$ cat src/fls_pwr_pkg.sv
// Shared constants, carrier structs and state codes for the flash power-saving control
package fls_pwr_pkg;

    // Clock and timing figures as printed, cycle counts derived from them
    localparam int CLK_PERIOD_NS  = 25;
    localparam int ENTRY_MIN_US   = 10;
    localparam int WAKE_MAX_US    = 300;
    localparam int ACCESS_MAX_NS  = 96;
    localparam int STOP_EXTRA_NS  = 30;
    localparam int RST_PULSE_NS   = 200;

    // Least times round up, longest times round down
    localparam int ENTRY_CYC = (ENTRY_MIN_US * 1000 + CLK_PERIOD_NS - 1) / CLK_PERIOD_NS;
    localparam int WAKE_CYC  = (WAKE_MAX_US * 1000) / CLK_PERIOD_NS;
    localparam int STOP_CYC  = (ACCESS_MAX_NS + STOP_EXTRA_NS + CLK_PERIOD_NS - 1) / CLK_PERIOD_NS;
    localparam int RST_CYC   = (RST_PULSE_NS + CLK_PERIOD_NS - 1) / CLK_PERIOD_NS;

    // Configuration word layout and power-on default
    localparam int          CFG_W        = 16;
    localparam int          SLEEP_BIT    = 15;
    localparam logic [15:0] CFG_DEFAULT  = 16'hFFFF;
    localparam int          DQ_W         = 8;

    // Bus pins, all from outside the clock domain
    typedef struct packed {
        logic ck;
        logic cs_n;
        logic hw_rst_n;
    } pins_t;

    // Decoded commands from the bus front end, same clock domain
    typedef struct packed {
        logic              cfg_write;
        logic              sleep_cmd;
        logic [CFG_W-1:0]  cfg_data;
    } cmd_t;

    // Data phase of the current transfer, same clock domain
    typedef struct packed {
        logic             xfer_active;
        logic             read_valid;
        logic [DQ_W-1:0]  read_data;
    } xfer_t;

    typedef enum logic [3:0] {
        ST_STANDBY = 4'h1,
        ST_ENTRY   = 4'h2,
        ST_SLEEP   = 4'h4,
        ST_WAKE    = 4'h8
    } pwr_state_t;

endpackage

$ cat src/fls_interval_timer.sv
// Down-counting interval timer with a loadable interval length
`timescale 1ns/1ps
module fls_interval_timer #(
    parameter int W = 14
) (
    input  wire logic         ref_clk,   // System clock
    input  wire logic         reset_n,   // Synchronous reset, active low
    input  wire logic         start,     // Load and run, one-cycle pulse
    input  wire logic         cancel,    // Stop without done
    input  wire logic [W-1:0] length,    // Interval in cycles, at least one
    output logic              busy,      // Interval running
    output logic              done       // Last cycle of the interval
);
    logic [W-1:0] cnt_r;
    logic         busy_r;

    assign busy = busy_r;
    assign done = busy_r && (cnt_r == '0) && !start;

    // Start wins over cancel so a restart is never lost
    always_ff @(posedge ref_clk) begin
        if (!reset_n || (cancel && !start) || done) begin
            busy_r <= 1'b0;
            cnt_r  <= '0;
        end else if (start) begin
            busy_r <= 1'b1;
            cnt_r  <= length - W'(1);
        end else if (busy_r) begin
            cnt_r  <= cnt_r - W'(1);
        end
    end
endmodule

$ cat src/fls_pwr_ctrl.sv
// Deep sleep sequencing and active clock stop for the flash bus interface
`timescale 1ns/1ps
module fls_pwr_ctrl
    import fls_pwr_pkg::*;
#(
    parameter int ENTRY_CYCLES = fls_pwr_pkg::ENTRY_CYC,  // Entry window in cycles
    parameter int WAKE_CYCLES  = fls_pwr_pkg::WAKE_CYC,   // Wake-up interval in cycles
    parameter int STOP_CYCLES  = fls_pwr_pkg::STOP_CYC,   // Still-clock time before stop
    parameter int RST_CYCLES   = fls_pwr_pkg::RST_CYC     // Least valid reset pulse
) (
    input  wire logic                      ref_clk,          // 40 MHz clock
    input  wire logic                      reset_n,          // Synchronous reset, active low
    input  wire fls_pwr_pkg::pins_t        pins,             // Bus clock, select, reset pins
    input  wire fls_pwr_pkg::cmd_t         cmd,              // Decoded commands
    input  wire fls_pwr_pkg::xfer_t        xfer,             // Transfer data phase
    input  wire logic                      idle_standby,     // Array idle, no operation
    input  wire logic                      overlay_space_mode, // Overlay space selected
    output logic                           deep_sleep_mode,  // Lowest power state reached
    output logic                           sleep_entering,   // Entry window running
    output logic                           waking,           // Wake-up interval running
    output logic                           bus_accept,       // Commands may be served
    output logic                           cs_active,        // Qualified chip select
    output logic                           rwds_hold,        // Keep read strobe still
    output logic                           clock_stop,       // Clock stop low-current state
    output logic                           defaults_load,    // Config restored, pulse
    output logic [fls_pwr_pkg::CFG_W-1:0]  cfg_word,         // Live configuration
    output logic [fls_pwr_pkg::DQ_W-1:0]   dq_out,           // Latched read data
    output logic                           dq_oe             // Data bus driven
);
    import fls_pwr_pkg::*;

    localparam int TW = $clog2(WAKE_CYCLES + ENTRY_CYCLES + 1);
    localparam int SW = $clog2(STOP_CYCLES + 1);
    localparam int RW = $clog2(RST_CYCLES + 1);

    pwr_state_t       state_r, state_nxt;
    logic [2:0]       pin_s1_r, pin_s2_r;
    logic             ck_s3_r;
    logic [CFG_W-1:0] cfg_r;
    logic [SW-1:0]    still_cnt_r;
    logic [RW-1:0]    rst_cnt_r;
    logic             accept_r, hold_r, stop_r, dflt_r, cs_r, oe_r;
    logic [DQ_W-1:0]  dq_r;

    // Two flops on every pin; the second stage feeds logic, and a third flop on the clock pin feeds edge detect
    always_ff @(posedge ref_clk) begin
        if (!reset_n) begin
            pin_s1_r <= 3'h3;
            pin_s2_r <= 3'h3;
            ck_s3_r  <= 1'b0;
        end else begin
            pin_s1_r <= {pins.ck, pins.cs_n, pins.hw_rst_n};
            pin_s2_r <= pin_s1_r;
            ck_s3_r  <= pin_s2_r[2];
        end
    end

    wire ck_s    = pin_s2_r[2];
    wire cs_n_s  = pin_s2_r[1];
    wire rst_n_s = pin_s2_r[0];
    wire ck_edge = ck_s ^ ck_s3_r;

    // Reset pulse width check: one event when the pulse reaches the minimum
    wire rst_event = !rst_n_s && (rst_cnt_r == RW'(RST_CYCLES - 1));
    always_ff @(posedge ref_clk) begin
        if (!reset_n || rst_n_s)
            rst_cnt_r <= '0;
        else if (rst_cnt_r != RW'(RST_CYCLES))
            rst_cnt_r <= rst_cnt_r + RW'(1);
    end

    wire st_standby = (state_r == ST_STANDBY);
    wire st_entry   = (state_r == ST_ENTRY);
    wire st_sleep   = (state_r == ST_SLEEP);
    wire st_wake    = (state_r == ST_WAKE);

    // Entry request decode
    wire sleep_wr  = cmd.cfg_write && !cmd.cfg_data[SLEEP_BIT];
    wire entry_ok  = idle_standby && !overlay_space_mode;
    wire entry_go  = st_standby && accept_r && sleep_wr && entry_ok;
    wire wake_go   = (st_sleep && cmd.sleep_cmd) || (st_sleep && rst_event);
    wire abort_go  = st_entry && rst_event;
    wire t_done;

    // One timer serves both windows since they never overlap
    wire          t_start = entry_go || wake_go;
    wire [TW-1:0] t_len   = entry_go ? TW'(ENTRY_CYCLES) : TW'(WAKE_CYCLES);

    fls_interval_timer #(.W(TW)) u_timer (
        .ref_clk (ref_clk),
        .reset_n (reset_n),
        .start   (t_start),
        .cancel  (abort_go),
        .length  (t_len),
        .busy    (),
        .done    (t_done)
    );

    // Sequencer; commands in the entry window are simply not looked at
    always_comb begin
        state_nxt = state_r;
        unique case (state_r)
            ST_STANDBY: begin
                if (entry_go)
                    state_nxt = ST_ENTRY;
            end
            ST_ENTRY: begin
                if (abort_go)
                    state_nxt = ST_STANDBY;
                else if (t_done)
                    state_nxt = ST_SLEEP;
            end
            ST_SLEEP: begin
                if (wake_go)
                    state_nxt = ST_WAKE;
            end
            ST_WAKE: begin
                if (t_done)
                    state_nxt = ST_STANDBY;
            end
            default: state_nxt = ST_STANDBY;
        endcase
    end

    wire restore = (st_wake && t_done) || abort_go;
    wire nxt_acc = (state_nxt == ST_STANDBY) && rst_n_s && !restore;

    always_ff @(posedge ref_clk) begin
        if (!reset_n) begin
            state_r  <= ST_STANDBY;
            accept_r <= 1'b0;
            hold_r   <= 1'b0;
            dflt_r   <= 1'b0;
        end else begin
            state_r  <= state_nxt;
            accept_r <= nxt_acc;
            hold_r   <= (state_nxt != ST_STANDBY);
            dflt_r   <= restore;
        end
    end

    // Config word; a refused sleep write leaves it unchanged
    wire cfg_take = st_standby && accept_r && cmd.cfg_write && (!sleep_wr || entry_ok);
    always_ff @(posedge ref_clk) begin
        if (!reset_n || restore)
            cfg_r <= CFG_DEFAULT;
        else if (cfg_take)
            cfg_r <= cmd.cfg_data;
    end

    // Chip select only counts while the bus is open
    always_ff @(posedge ref_clk) begin
        if (!reset_n)
            cs_r <= 1'b0;
        else
            cs_r <= nxt_acc && !cs_n_s;
    end

    // Still-clock counter; stop ends on the first edge, select may stay low
    wire in_xfer  = xfer.xfer_active && accept_r;
    wire stop_hit = in_xfer && !ck_edge && (still_cnt_r == SW'(STOP_CYCLES - 1));
    always_ff @(posedge ref_clk) begin
        if (!reset_n || !in_xfer || ck_edge) begin
            still_cnt_r <= '0;
            stop_r      <= 1'b0;
        end else begin
            if (still_cnt_r != SW'(STOP_CYCLES))
                still_cnt_r <= still_cnt_r + SW'(1);
            if (stop_hit)
                stop_r <= 1'b1;
        end
    end

    // Read data latch frozen through clock stop
    always_ff @(posedge ref_clk) begin
        if (!reset_n) begin
            dq_r <= '0;
            oe_r <= 1'b0;
        end else begin
            oe_r <= in_xfer;
            if (xfer.read_valid && in_xfer && !stop_r && !stop_hit)
                dq_r <= xfer.read_data;
        end
    end

    assign deep_sleep_mode = state_r[2];
    assign sleep_entering  = state_r[1];
    assign waking          = state_r[3];
    assign bus_accept      = accept_r;
    assign cs_active       = cs_r;
    assign rwds_hold       = hold_r;
    assign clock_stop      = stop_r;
    assign defaults_load   = dflt_r;
    assign cfg_word        = cfg_r;
    assign dq_out          = dq_r;
    assign dq_oe           = oe_r;

    // Helper: length of the current entry window
    logic [TW-1:0] entry_len_r;
    always_ff @(posedge ref_clk) begin
        if (!reset_n || !st_entry)
            entry_len_r <= '0;
        else
            entry_len_r <= entry_len_r + TW'(1);
    end
endmodule

$ cat config.mk
export PLATFORM = sky130hd
export DESIGN_NAME = fls_pwr_ctrl
export DESIGN_NICKNAME = d
export VERILOG_FILES = /design/src/fls_pwr_pkg.sv /design/src/fls_interval_timer.sv /design/src/fls_pwr_ctrl.sv
export SDC_FILE = /design/constraint.sdc
export NUM_CORES = 1
export LEC_CHECK = 0
export BUFFER_PORTS_ARGS = -buffer_cell sky130_fd_sc_hd__buf_2
export CAP_MARGIN = 10
export CORE_UTILIZATION = 52
export DETAILED_ROUTE_END_ITERATION = 7
export PLACE_DENSITY = 0.79
export SETUP_SLACK_MARGIN = 0.2
export SYNTH_ARGS = -nofsm -noshare
export SYNTH_HDL_FRONTEND = slang
export SYNTH_SLANG_ARGS = --single-unit
$ cat constraint.sdc
create_clock -name ref_clk -period 3.75 [get_ports ref_clk]
set_clock_uncertainty 0.1 [all_clocks]
set_input_delay 0.75 -clock ref_clk [delete_from_list [all_inputs] [get_ports ref_clk]]
set_output_delay 0.75 -clock ref_clk [all_outputs]
set_load 0.01 [all_outputs]
==> run metrics <==
area of the die 5430 sq um; met3 Resource Use GR 6.17%; violation count after the first detailed-route iteration 102; Worst Path Arrival 2.67 ns; antenna cell count 0; adder-cell share of the synthesized area 2.81%; start point of the worst min-delay path pin_s2_r[1]; setup slack after placement 1.09 ns; layer with the highest usage after global routing met2; layout overhead on the synthesized area 22.3%; cts-stage hold buffer count 0; GRT Total Usage 20.9%; syn_area_per_cell 9.71 sq um; cell count after synthesis 275; FF+latch count, synth 63; count of instances resized after the clock tree is built 0; area taken by multi-input logic gates 1350 sq um; RSZ-0062 raised after global routing no; total global routing overflow 0; estimated wirelength of the detail-placed design 3700 um; cell area after technology mapping 2670 sq um; total number of H-tree levels 3; share of the synthesized area in the top cell type 47.2%; FF+latch area 1260 sq um; number of iterations in the first detailed-routing pass 5; CP Launch Point state_r[2]; cell at the root of the clock tree sky130_fd_sc_hd__clkbuf_8; first-pass GRT wire length 8460 um; hold path cells 1; Peak VDD IR 226 uV; DR vias 2,193; RR Endpoint u_timer.cnt_r[10]; global routing usage on met1 26.4%; Crit path required time 3.87 ns; fin util 67.8%; parity-gate share of the synthesized area counting xor and xnor cells 4.26%; global routing usage on met2 32.5%; critical register-to-register path startpoint state_r[2]; top cell types by occurrence after synthesis sky130_fd_sc_hd__dfxtp_1 (63), sky130_fd_sc_hd__nand2_1 (30), sky130_fd_sc_hd__mux2i_1 (24), sky130_fd_sc_hd__nor2_1 (21), sky130_fd_sc_hd__nor2b_1 (14); total core area 4820 sq um; standard-cell row count 25; die width 73.7 um; cell type contributing the most total cell area after synthesis sky130_fd_sc_hd__dfxtp_1; remaining routing DRC violations 0; share of post-route cells with drive strength above 1 27.8%; simple-gate share of the synthesized area 24.3%; Worst-Margin Slew 1.09 ns; clock net sink count 63; chip height 73.7 um; relative max-transition margin 27.2%; Min-Delay Endpoint cs_active; pwr/cell area 426 nW/um^2; number of nets in the layout 389; antenna viol nets, final 0; clock-pin slew on the worst setup and hold paths 0.07 ns; average wire length per cell after detail routing 12.5 um; GPL Wtd Cong 0.878; Hold Fails Final Rpt 0; number of warnings reported in the yosys synthesis log 0; vias per cell 5.22; total I/O pin count 68; Setup Buffers After CTS 0; CTS tree built; number of enable flip-flop cells after synthesis 0; pin count of the biggest net entering global routing 25; run status complete, no violations; number of CTS-inserted buffers 9; class of the most critical setup path register to register; max-cap violations 0; Max Freq 393 MHz; r2r worst-path depth 9; vias in the first global route 1,884; count of buffers from port buffering 67; R2R Setup Slk 1.20 ns; synth top area cells sky130_fd_sc_hd__dfxtp_1 (47%), sky130_fd_sc_hd__mux2i_1 (9.0%), sky130_fd_sc_hd__nand2_1 (4.2%); post-synthesis async set-or-reset flop share 0%; type of the tightest min-delay check register to register; initial antenna violation count 0; Worst-Skew Late Latency 0.33 ns; critical path launch point type register; Area after DPL 3070 sq um; DRT Wirelength 5240 um; period utilization 67.9%; max-slew violations 0; share of synthesized area spent on multiplexers 9.84%; leakage power of the design 1.42 nW; post-route setup TNS 0 ns; total design power 1.39 mW; kind of capture point of the worst setup path register; dominant combinational cell family by area after synthesis simple AND/OR/NAND/NOR gates; buffers from clock root to sink, at most 2; final worst-path setup slack 1.20 ns; Syn Nets 316; Netlist cell types 51; post-synthesis compound-gate area fraction 9.09%; number of setup violations in the final report 0; largest fanout on the critical path 8; top_reg_cell synth sky130_fd_sc_hd__dfxtp_1; post-route minimum period 2.55 ns; post-route design area 3270 sq um; library cell with the highest instance count after synthesis sky130_fd_sc_hd__dfxtp_1; initial core utilization 55.5%; fill cell count 414; sequential cell area fraction in the yosys report 47.2%
-- power breakdown --
part	internal [mW]	switching, mW	total (mW)
Sequential	0.689	0.0133	0.703
Clock	0.307	0.266	0.573
Combinational	0.0574	0.0595	0.117
-- cells in the final DEF (no fill, tap or decap), types with 5 or more instances in the layout --
master                     synthesis  layout
sky130_fd_sc_hd__dfxtp_1          63      63
sky130_fd_sc_hd__a21oi_1          13      13
sky130_fd_sc_hd__buf_2             0      67
sky130_fd_sc_hd__inv_1             6       6
sky130_fd_sc_hd__nand3_1           9       9
sky130_fd_sc_hd__nand2_1          30      30
sky130_fd_sc_hd__nor3_1            5       5
sky130_fd_sc_hd__nor2b_1          14      14
sky130_fd_sc_hd__nor2_1           21      21
sky130_fd_sc_hd__nand2b_1          7       7
sky130_fd_sc_hd__nor4_1            7       7
sky130_fd_sc_hd__mux2i_1          24      24
sky130_fd_sc_hd__clkbuf_8          0       9
sky130_fd_sc_hd__ha_1              6       6
sky130_fd_sc_hd__xnor2_1          10      10
-- logic make-up after synthesis --
kind of cell / after synthesis
buffers and inverters: 14
xor gates and xnor gates: 13
and+or+nand+nor: 118
AOI/OAI and AO/OA: 35
DFF: 63
adders and majority gates: 6
muxes: 26
-- worst max-delay path, stage by stage, from the launching register on --
cell	delay, ns
sky130_fd_sc_hd__dfxtp_1	0.49
sky130_fd_sc_hd__or4b_1	0.57
sky130_fd_sc_hd__a21oi_4	0.27
sky130_fd_sc_hd__nor2_1	0.11
sky130_fd_sc_hd__nand2_1	0.08
sky130_fd_sc_hd__ha_1	0.16
sky130_fd_sc_hd__nand3_1	0.12
sky130_fd_sc_hd__nor4_1	0.27
sky130_fd_sc_hd__xnor2_1	0.17
sky130_fd_sc_hd__o22ai_1	0.10
-- metal layers --
metal  up-vias  part of all wire (%)
met2        87                    44
met1       991                    46
met3        11                   7.8
met5         -                     0
met4         0                   1.8
li1       1104                     -
-- cell type report --
type | count | area share (%)
Timing Repair Buffer | 70 | 10.9
Inverter | 6 | 0.689
Tap cell | 67 | 2.57
Clock inverter | 7 | 2.22
Clock buffer | 9 | 3.79
Multi-Input combinational cell | 198 | 41.2
Sequential cell | 63 | 38.6
-- how the worst max path moves through the flow --
stage / to / slack (ns) / cells past startpoint
finish: u_timer.cnt_r[10] / 1.20 / 9
global placement: u_timer.cnt_r[10] / 1.20 / 11
floorplan: u_timer.cnt_r[10] / 0.84 / 11
CTS: u_timer.cnt_r[10] / 1.19 / 9
global route: u_timer.cnt_r[10] / 0.97 / 9
detailed placement: u_timer.cnt_r[10] / 1.09 / 11
-- per-stage QoR --
step / cells / hold slack, ns
floorplan: 275 / 0.267
global placement: 404 / 0.271
detailed placement: 404 / 0.272
CTS: 420 / 0.283
global route: 420 / 0.313
finish: 420 / 0.282
-- sequential cells by signal (all words and copies together) (netlist names) --
signal and cells:
pin_s1_r 3, cs_active 1, u_timer.busy 1, still_cnt_r 3, pin_s2_r 3, rst_cnt_r 4, dq_oe 1, u_timer.cnt_r 14
rwds_hold 1, cfg_word 16, ck_s3_r 1, defaults_load 1, state_r 4, clock_stop 1, dq_out 8, bus_accept 1
No activity file was read; power rests on OpenSTA's default activity.
